$ cat src/verilog/tcd_defs.svh
// Constants for the two-channel DMA register block
`ifndef TCD_DEFS_SVH
`define TCD_DEFS_SVH

`define TCD_AW 20
`define TCD_OFF_CH0_SOURCE_ADDRESS 8'h20
`define TCD_OFF_CH0_DEST_ADDRESS 8'h23
`define TCD_OFF_CH0_BYTE_COUNT 8'h26
`define TCD_OFF_CH1_MEMORY_ADDRESS 8'h28
`define TCD_OFF_CH1_IO_ADDRESS 8'h2b
`define TCD_OFF_CH1_BYTE_COUNT 8'h2e
`define TCD_OFF_STAT 8'h30
`define TCD_OFF_MODE 8'h31
`define TCD_OFF_WCTL 8'h32

`define TCD_ST_DE0 6
`define TCD_ST_CH0_ENABLE_WRITE_GUARD 4
`define TCD_ST_CH0_IRQ_ENABLE 2
`define TCD_ST_DME 0
`define TCD_MD_DM 4
`define TCD_MD_SM 2
`define TCD_MD_BURST 1
`define TCD_WC_SENSE_CH1 2
`define TCD_WC_SENSE_CH0 3

`define TCD_WCTL_RST 8'hf0
`define TCD_CNT_LAST 16'h0001

`endif

$ cat src/verilog/tcd_pkg.sv
// Types shared by the two-channel DMA register block
`include "tcd_defs.svh"
package tcd_pkg;

    typedef enum logic [1:0] {
        TCD_IDLE = 2'b00,
        TCD_READ = 2'b01,
        TCD_WRITE = 2'b11
    } tcd_state_t;

    typedef struct packed {
        logic [`TCD_AW-1:0] addr;
        logic is_io;
        logic rd;
        logic wr;
        logic [7:0] wdata;
    } tcd_bus_t;

endpackage
$ cat src/verilog/tcd_dma.sv
// Two-channel DMA registers and byte mover
//
// Operation
// - 16-bit counts decrement per byte, end at zero
// - Channel 0 addresses: 20-bit memory or I/O
// - Channel 1 memory address, source or destination
// - Channel 1 16-bit I/O address register
// - Transfers need channel enable and master enable
// - Channel 1 end clears its enable bit
// - Channel 0 end clears its enable bit
// - Irq when enable low and irq-enable high
// - Enable written only with guard bit zero
// - Guard bits not stored, read as one
// - Guarded enable write of one sets master
// - Channel 1 disable keeps address and count
// - Non-maskable interrupt clears master enable
// - Master enable not directly writable
// - Reset clears enables, modes, burst bit
// - Destination mode: inc, dec, fixed, I/O
// - Source mode: inc, dec, fixed, I/O
// - Burst holds bus until count zero
// - Cycle steal yields one cycle per byte
// - I/O modes paced by request, burst ignored
// - Channel 1 mode: direction and step
// - Request sense level or falling edge
`timescale 1ns/10ps
`include "tcd_defs.svh"

module tcd_dma
    import tcd_pkg::*;
(
    input wire logic mclk,
    input wire logic srst,
    input wire logic [7:0] io_addr,
    input wire logic io_wr,
    input wire logic io_rd,
    input wire logic [7:0] io_wdata,
    output logic [7:0] io_rdata,
    input wire logic nmi_take,
    input wire logic [1:0] dreq_n,
    input wire logic [7:0] bus_rdata,
    output tcd_bus_t bus_out,
    output logic bus_hold,
    output logic tend0_n,
    output logic [1:0] irq
);

    ////////////////////////////////////////////////////////////////
    // Helpers

    function automatic logic [`TCD_AW-1:0] put_byte(
        input logic [`TCD_AW-1:0] v,
        input logic [7:0] off,
        input logic [7:0] b
    );
        logic [`TCD_AW-1:0] r;
        r = v;
        case (off[1:0])
            2'h0: r[7:0] = b;
            2'h1: r[15:8] = b;
            default: r[`TCD_AW-1:16] = b[`TCD_AW-17:0];
        endcase
        return r;
    endfunction

    // Address step: 00 up, 01 down, else fixed
    function automatic logic [`TCD_AW-1:0] step(
        input logic [`TCD_AW-1:0] v,
        input logic [1:0] mode
    );
        logic [`TCD_AW-1:0] r;
        r = v;
        case (mode)
            2'b00: r = v + `TCD_AW'(1);
            2'b01: r = v - `TCD_AW'(1);
            default: r = v;
        endcase
        return r;
    endfunction

    ////////////////////////////////////////////////////////////////
    // Registers

    logic [`TCD_AW-1:0] sar_reg;
    logic [`TCD_AW-1:0] dar_reg;
    logic [`TCD_AW-1:0] mar_reg;
    logic [15:0] iar_reg;
    logic [15:0] cnt_reg [0:1];
    logic [1:0] en_reg;
    logic [1:0] ie_reg;
    logic dme_reg;
    logic [1:0] dm_reg;
    logic [1:0] sm_reg;
    logic burst_reg;
    logic [7:0] wctl_reg;
    tcd_state_t state_reg;
    tcd_state_t state_next;
    logic sel_reg;
    tcd_bus_t bus_reg;
    logic hold_reg;
    logic tend_n_reg;
    logic [1:0] irq_reg;
    logic [7:0] rdata_reg;

    ////////////////////////////////////////////////////////////////
    // Address decode

    wire [7:0] off_sar = io_addr - `TCD_OFF_CH0_SOURCE_ADDRESS;
    wire [7:0] off_dar = io_addr - `TCD_OFF_CH0_DEST_ADDRESS;
    wire [7:0] off_bc0 = io_addr - `TCD_OFF_CH0_BYTE_COUNT;
    wire [7:0] off_mar = io_addr - `TCD_OFF_CH1_MEMORY_ADDRESS;
    wire [7:0] off_iar = io_addr - `TCD_OFF_CH1_IO_ADDRESS;
    wire [7:0] off_bc1 = io_addr - `TCD_OFF_CH1_BYTE_COUNT;
    wire hit_sar = off_sar < 8'h03;
    wire hit_dar = off_dar < 8'h03;
    wire hit_bc0 = off_bc0 < 8'h02;
    wire hit_mar = off_mar < 8'h03;
    wire hit_iar = off_iar < 8'h02;
    wire hit_bc1 = off_bc1 < 8'h02;
    wire hit_stat = io_addr == `TCD_OFF_STAT;
    wire hit_mode = io_addr == `TCD_OFF_MODE;
    wire hit_wctl = io_addr == `TCD_OFF_WCTL;
    wire w_stat = io_wr & hit_stat;
    wire w_mode = io_wr & hit_mode;
    wire w_wctl = io_wr & hit_wctl;

    ////////////////////////////////////////////////////////////////
    // Mode decode

    wire ch0_src_io = sm_reg == 2'b11;
    wire ch0_dst_io = dm_reg == 2'b11;
    wire ch0_memmem = ~ch0_src_io & ~ch0_dst_io;
    wire ch1_io_to_mem = wctl_reg[1];
    wire ch1_dec = wctl_reg[0];
    wire [1:0] sense = {wctl_reg[`TCD_WC_SENSE_CH1],
                        wctl_reg[`TCD_WC_SENSE_CH0]};

    ////////////////////////////////////////////////////////////////
    // Request inputs: sync, edge detect, pending

    wire [1:0] req_ok;
    wire [1:0] take;

    genvar c;
    generate
        for (c = 0; c < 2; c++) begin : g_req
            logic sync1_reg;
            logic sync2_reg;
            logic prev_reg;
            logic pend_reg;
            wire sense_edge = c == 0 ? sense[0] : sense[1];
            wire fall = prev_reg & ~sync2_reg;
            assign req_ok[c] = sense_edge ? pend_reg : ~sync2_reg;
            always_ff @(posedge mclk) begin
                if (srst) begin
                    sync1_reg <= 1'b1;
                    sync2_reg <= 1'b1;
                    prev_reg <= 1'b1;
                    pend_reg <= 1'b0;
                end else begin
                    sync1_reg <= dreq_n[c];
                    sync2_reg <= sync1_reg;
                    prev_reg <= sync2_reg;
                    // New edge beats consumption
                    if (fall)
                        pend_reg <= 1'b1;
                    else if (take[c])
                        pend_reg <= 1'b0;
                end
            end
        end
    endgenerate

    ////////////////////////////////////////////////////////////////
    // Enable and master enable

    wire in_write = state_reg == TCD_WRITE;
    wire [1:0] done;
    assign done[0] = in_write & ~sel_reg & (cnt_reg[0] == `TCD_CNT_LAST);
    assign done[1] = in_write & sel_reg & (cnt_reg[1] == `TCD_CNT_LAST);

    wire [1:0] guard_n = io_wdata[`TCD_ST_CH0_ENABLE_WRITE_GUARD+1:`TCD_ST_CH0_ENABLE_WRITE_GUARD];
    wire [1:0] en_wbit = io_wdata[`TCD_ST_DE0+1:`TCD_ST_DE0];
    wire [1:0] sw_en = {2{w_stat}} & ~guard_n;
    wire [1:0] en_next;
    assign en_next[0] = done[0] ? 1'b0 : (sw_en[0] ? en_wbit[0] : en_reg[0]);
    assign en_next[1] = done[1] ? 1'b0 : (sw_en[1] ? en_wbit[1] : en_reg[1]);
    wire dme_set = |(sw_en & en_wbit);
    wire dme_next = nmi_take ? 1'b0 : (dme_set ? 1'b1 : dme_reg);
    wire [1:0] go = en_next & {2{dme_next}};

    ////////////////////////////////////////////////////////////////
    // Sequencer

    wire start0 = go[0] & (ch0_memmem | req_ok[0]);
    wire start1 = go[1] & req_ok[1];
    // Burst and level pacing keep the bus
    wire pace0 = ch0_memmem ? burst_reg : req_ok[0];
    wire cont = sel_reg ? (go[1] & req_ok[1]) : (go[0] & pace0);
    wire from_idle = state_reg == TCD_IDLE;
    wire begin_rd = from_idle ? (start0 | start1) : (in_write & cont);
    wire nsel = from_idle ? ~start0 : sel_reg;
    assign take[0] = begin_rd & ~nsel & ~ch0_memmem;
    assign take[1] = begin_rd & nsel;

    always_comb begin
        case (state_reg)
            TCD_IDLE: state_next = begin_rd ? TCD_READ : TCD_IDLE;
            TCD_READ: state_next = TCD_WRITE;
            TCD_WRITE: state_next = begin_rd ? TCD_READ : TCD_IDLE;
            default: state_next = TCD_IDLE;
        endcase
    end

    // Source and destination of each byte
    wire [`TCD_AW-1:0] iar_ext = {{(`TCD_AW-16){1'b0}}, iar_reg};
    // Chained byte: source address as stepped on this edge
    wire [`TCD_AW-1:0] sar_now = (in_write & ~sel_reg) ? step(sar_reg, sm_reg) : sar_reg;
    wire [`TCD_AW-1:0] mar_now = (in_write & sel_reg) ? step(mar_reg, {1'b0, ch1_dec}) : mar_reg;
    wire [`TCD_AW-1:0] sar_out = ch0_src_io ? {{(`TCD_AW-16){1'b0}}, sar_now[15:0]} : sar_now;
    wire [`TCD_AW-1:0] dar_out = ch0_dst_io ? {{(`TCD_AW-16){1'b0}}, dar_reg[15:0]} : dar_reg;
    wire [`TCD_AW-1:0] src1 = ch1_io_to_mem ? iar_ext : mar_now;
    wire [`TCD_AW-1:0] dst1 = ch1_io_to_mem ? mar_reg : iar_ext;
    wire [`TCD_AW-1:0] src_addr = nsel ? src1 : sar_out;
    wire src_io = nsel ? ch1_io_to_mem : ch0_src_io;
    wire [`TCD_AW-1:0] dst_addr = sel_reg ? dst1 : dar_out;
    wire dst_io = sel_reg ? ~ch1_io_to_mem : ch0_dst_io;
    wire last0 = ~sel_reg & (cnt_reg[0] == `TCD_CNT_LAST);

    always_ff @(posedge mclk) begin
        if (srst) begin
            state_reg <= TCD_IDLE;
            sel_reg <= 1'b0;
            hold_reg <= 1'b0;
            tend_n_reg <= 1'b1;
            bus_reg <= '0;
        end else begin
            state_reg <= state_next;
            sel_reg <= nsel;
            hold_reg <= state_next != TCD_IDLE;
            tend_n_reg <= ~(state_reg == TCD_READ & last0);
            bus_reg.rd <= begin_rd;
            bus_reg.wr <= state_reg == TCD_READ;
            if (begin_rd) begin
                bus_reg.addr <= src_addr;
                bus_reg.is_io <= src_io;
            end else if (state_reg == TCD_READ) begin
                bus_reg.addr <= dst_addr;
                bus_reg.is_io <= dst_io;
                bus_reg.wdata <= bus_rdata;
            end
        end
    end

    ////////////////////////////////////////////////////////////////
    // Software-writable registers

    wire step0 = in_write & ~sel_reg;
    wire step1 = in_write & sel_reg;

    always_ff @(posedge mclk) begin
        if (srst) begin
            sar_reg <= '0;
            dar_reg <= '0;
        end else begin
            if (io_wr & hit_sar)
                sar_reg <= put_byte(sar_reg, off_sar, io_wdata);
            else if (step0)
                sar_reg <= step(sar_reg, sm_reg);
            if (io_wr & hit_dar)
                dar_reg <= put_byte(dar_reg, off_dar, io_wdata);
            else if (step0)
                dar_reg <= step(dar_reg, dm_reg);
        end
    end

    always_ff @(posedge mclk) begin
        if (srst) begin
            mar_reg <= '0;
            iar_reg <= '0;
        end else begin
            if (io_wr & hit_mar)
                mar_reg <= put_byte(mar_reg, off_mar, io_wdata);
            else if (step1)
                mar_reg <= step(mar_reg, {1'b0, ch1_dec});
            if (io_wr & hit_iar)
                iar_reg <= 16'(put_byte(iar_ext, off_iar, io_wdata));
        end
    end

    wire [`TCD_AW-1:0] bc0_ext = {{(`TCD_AW-16){1'b0}}, cnt_reg[0]};
    wire [`TCD_AW-1:0] bc1_ext = {{(`TCD_AW-16){1'b0}}, cnt_reg[1]};

    always_ff @(posedge mclk) begin
        if (srst) begin
            cnt_reg[0] <= '0;
            cnt_reg[1] <= '0;
        end else begin
            if (io_wr & hit_bc0)
                cnt_reg[0] <= 16'(put_byte(bc0_ext, off_bc0, io_wdata));
            else if (step0)
                cnt_reg[0] <= cnt_reg[0] - 16'h0001;
            if (io_wr & hit_bc1)
                cnt_reg[1] <= 16'(put_byte(bc1_ext, off_bc1, io_wdata));
            else if (step1)
                cnt_reg[1] <= cnt_reg[1] - 16'h0001;
        end
    end

    always_ff @(posedge mclk) begin
        if (srst) begin
            en_reg <= 2'b00;
            ie_reg <= 2'b00;
            dme_reg <= 1'b0;
        end else begin
            en_reg <= en_next;
            dme_reg <= dme_next;
            if (w_stat)
                ie_reg <= io_wdata[`TCD_ST_CH0_IRQ_ENABLE+1:`TCD_ST_CH0_IRQ_ENABLE];
        end
    end

    always_ff @(posedge mclk) begin
        if (srst) begin
            dm_reg <= 2'b00;
            sm_reg <= 2'b00;
            burst_reg <= 1'b0;
            wctl_reg <= `TCD_WCTL_RST;
        end else begin
            if (w_mode) begin
                dm_reg <= io_wdata[`TCD_MD_DM+1:`TCD_MD_DM];
                sm_reg <= io_wdata[`TCD_MD_SM+1:`TCD_MD_SM];
                burst_reg <= io_wdata[`TCD_MD_BURST];
            end
            if (w_wctl)
                wctl_reg <= io_wdata;
        end
    end

    ////////////////////////////////////////////////////////////////
    // Read-back and interrupt lines

    wire [7:0] stat_rd = {en_reg, 2'b11, ie_reg, 1'b0, dme_reg};
    wire [7:0] mode_rd = {2'b00, dm_reg, sm_reg, burst_reg, 1'b0};
    wire [`TCD_AW-1:0] rd_wide =
        hit_sar ? sar_reg >> {off_sar[1:0], 3'b000} :
        hit_dar ? dar_reg >> {off_dar[1:0], 3'b000} :
        hit_mar ? mar_reg >> {off_mar[1:0], 3'b000} :
        hit_iar ? iar_ext >> {off_iar[1:0], 3'b000} :
        hit_bc0 ? bc0_ext >> {off_bc0[1:0], 3'b000} :
        hit_bc1 ? bc1_ext >> {off_bc1[1:0], 3'b000} : '0;
    wire [7:0] rd_mux =
        hit_stat ? stat_rd :
        hit_mode ? mode_rd :
        hit_wctl ? wctl_reg : rd_wide[7:0];

    always_ff @(posedge mclk) begin
        if (srst) begin
            rdata_reg <= 8'h00;
            irq_reg <= 2'b00;
        end else begin
            if (io_rd)
                rdata_reg <= rd_mux;
            irq_reg <= ~en_reg & ie_reg;
        end
    end

    assign io_rdata = rdata_reg;
    assign bus_out = bus_reg;
    assign bus_hold = hold_reg;
    assign tend0_n = tend_n_reg;
    assign irq = irq_reg;

endmodule

$ cat config.mk
export PLATFORM = sky130hd
export DESIGN_NAME = tcd_dma
export DESIGN_NICKNAME = d
export VERILOG_FILES = /design/src/verilog/tcd_pkg.sv /design/src/verilog/tcd_dma.sv
export VERILOG_INCLUDE_DIRS = /design/src /design/src/verilog
export SDC_FILE = /design/constraint.sdc
export NUM_CORES = 1
export LEC_CHECK = 0
export BUFFER_PORTS_ARGS = -buffer_cell sky130_fd_sc_hd__buf_2
export CAP_MARGIN = 20
export CORE_ASPECT_RATIO = 0.6
export CORE_MARGIN = 2
export CORE_UTILIZATION = 55
export DETAILED_ROUTE_END_ITERATION = 10
export PLACE_DENSITY_LB_ADDON = 0.05
export SLEW_MARGIN = 20
export SYNTH_ARGS = -nofsm -noshare
export SYNTH_HDL_FRONTEND = slang
export SYNTH_SLANG_ARGS = --single-unit
export TNS_END_PERCENT = 1
$ cat constraint.sdc
create_clock -name mclk -period 4.8 [get_ports mclk]
set_input_delay 1.44 -clock mclk [delete_from_list [all_inputs] [get_ports mclk]]
set_output_delay 1.44 -clock mclk [all_outputs]
set_load 0.02 [all_outputs]
==> flow_summary.ini <==
[outcome]
status = finished, final reports clean

[placement]
port_buffers = 73
dp_cells = 2004
dp_hpwl_um = 36060
dpl_cell_area_sq_um = 14010
place_ws_ns = 0.4352
place.gp.congestion = 1.040

[setup_path]
reg2regPathDepth = 11
worst-path-max-fanout = 21
worstPathArrival_ns = 4.32
startpoint_type = input port
r2r_slack_ns = 0.81
cp-endpoint = io_rdata[5]
critPathCaptureType = flip-flop
path_class = input port to flip-flop
regToRegEndpoint = bus_out[19]
cp.required_ns = 5.11
crit_start = io_addr[0]
rr_startpoint = wctl_reg[0]

[floorplan]
die-area_sq_um = 25530
dieWidth_um = 204.9
rows = 44
core_sq_um = 24000
start_util_pct = 55.51
die_h_um = 124.6
pin_count = 74

[yosys]
synthArstFlopShare_pct = 0
synth_warnings = 0
synth_enable_flop_cells = 32
synth.net_count = 1770
yosysSeqAreaShare_pct = 29.30
synthDistinctLibCells = 87
synth_area_sq_um = 13320
syn_avg_cell_area_sq_um = 7.945
synth_top_area_share_pct = 22.09
synth_seq_cells = 179
synthCells = 1677
synth_ff_type = dfxtp_1
netlist_top_cells_area = dfxtp_1, mux2i_1, edfxtp_1
synth.largest_area_cell = dfxtp_1

[detailed_routing]
drt-total-wl_um = 48800
dr_wl_met3_um = 6316
top_layer = met4
final_antenna_net_count = 0
wl_met2_um = 18570
drc = 0
wirelength_met1_um = 22760
dr_total_vias = 13390
wl_per_cell_um = 23.97
drt-initial-drc-count = 1888
first_pass_iters = 5
via_per_inst = 6.576

[power]
finalPower_mw = 3.218
p_leak_nw = 5.883
peakVddDrop_mv = 0.2473
p_per_area_nw_per_um2 = 221.0

[cells_and_area]
final_cell_mix = nor2_1, dfxtp_1, nand2_1
layout_commonest_cell = nor2_1
postLayoutCoreUtil_pct = 60.67
nFillCells = 2248
largest_reg_flops = 32
area_growth_syn_to_layout_pct = 9.297
design_area_sq_um = 14560
final_nets = 1794
num_antenna_cells = 0
stdcell_count = 2036
drive_above_1_share_pct = 11.32
multi_input_area_sq_um = 8831
seq_area_sq_um = 3905

[global_route]
grt_overflow_total = 0
grt_pass1_vias = 12000
grt_antenna_before_repair = 0
track_usage_pct = 38.28
grt_pass1_wl_um = 73680
grt_max_degree = 64

[run]
maxCapViolCount = 0

[clock_network]
ctsResizeCount = 0
clock_sinks = 179
clk_pin_slew_ns = 0.08
clockBufferDepth = 2
root_buffer = clkbuf_16
cts_tree = built
numCtsBuffers = 17
clock_latency_ns = 0.46
h-tree-depth = 4
post_cts_buffers = 0
holdBufCountCts = 0

[timing]
min_period_over_period_pct = 83.47
fin_crit_ns = 4.007
fin_setup_tns_ns = 0
hold_slack_ns = 0.4138
fin_ws_ns = 0.7935
clock_skew_ns = 0.01290
hold_viol = 0
drv_slew = 0
worst_pin_slew_ns = 1.055
rsz0062_at_grt = false
relSlewSlack_pct = 29.55
final-setup-viol-count = 0
max_freq_mhz = 249.6

[worst_hold_path]
hold_path.class = flip-flop to flip-flop
holdCritStartpoint = g_req[1].sync1_reg
==> final cells by class <==
type	instances	share of cell area, %
Clock buffer	17	2.921
Clock inverter	15	0.8764
Inverter	36	0.9279
Multi-Input combinational cell	1345	60.64
Sequential cell	179	26.82
Tap cell	322	2.767
Timing Repair Buffer	122	5.052
==> worst min-delay path by stage <==
stage	slack, ns	cells past startpoint	to
final	0.41	1	g_req[1].sync2_reg
after floorplan	0.39	1	g_req[0].sync2_reg
after CTS	0.42	1	g_req[1].sync2_reg
after detailed placement	0.40	1	g_req[1].sync2_reg
after global routing	0.44	1	g_req[0].sync2_reg
after global placement	0.39	1	g_req[1].sync2_reg
==> per-layer routing <==
layer  GRT usage, %  up-vias
met4          10.75        0
met1          58.95     6325
met2          49.21      782
li1               -     6185
met3          12.98       97
met5              0        -
==> logic make-up (layout without fill, tap and decap cells) <==
| group | after synthesis | count (layout) | share of synthesized area (%) |
|---|---|---|---|
| AO/OA/AOI/OAI | 479 | 479 | 23.30 |
| flip-flops | 179 | 179 | 29.30 |
| AND/OR/NAND/NOR | 588 | 588 | 21.44 |
| adder cells (fa/ha/maj) | 62 | 62 | 5.935 |
| buffers and inverters | 153 | 190 | 4.517 |
| XOR/XNOR | 81 | 81 | 5.324 |
| multiplexers | 135 | 135 | 10.19 |
==> cells in the mapped netlist (6+ instances only) <==
cell,count
nor3_1,48
a211o_1,7
o211ai_1,18
edfxtp_1,32
o22ai_1,17
nor4_1,11
buf_2,10
and2_1,8
nor2_1,183
a211oi_1,58
xor2_1,32
o21bai_1,9
nand4_1,10
o31ai_1,7
nor3b_1,6
nor2b_1,23
or3_1,19
o2111ai_1,7
a21oi_1,112
a22oi_1,9
o21ai_0,133
or2_2,14
nand3_1,53
buf_1,7
nand2b_1,25
inv_1,36
a311oi_1,12
and3_1,12
a21o_1,14
mux2i_1,130
ha_1,60
nand2_1,145
xnor2_1,49
a31oi_1,12
a2111oi_0,7
dfxtp_1,147
clkbuf_1,97
==> power breakdown <==
| group | internal (mW) | switching (mW) | total [mW] |
|---|---|---|---|
| Clock | 0.677 | 0.683 | 1.36 |
| Combinational | 0.0919 | 0.203 | 0.295 |
| Sequential | 1.54 | 0.0207 | 1.56 |
==> worst max-delay path, stage by stage <==
cell,delay (ns)
buf_2,0.10
buf_4,0.32
ha_1,0.47
nor2b_1,0.09
o211ai_1,0.20
a21oi_1,0.08
o21ai_1,0.47
o22ai_1,0.24
a311oi_1,0.58
nor2_1,0.11
nor2_1,0.13
a2111oi_0,0.08
(Power assumes the default switching activity.)
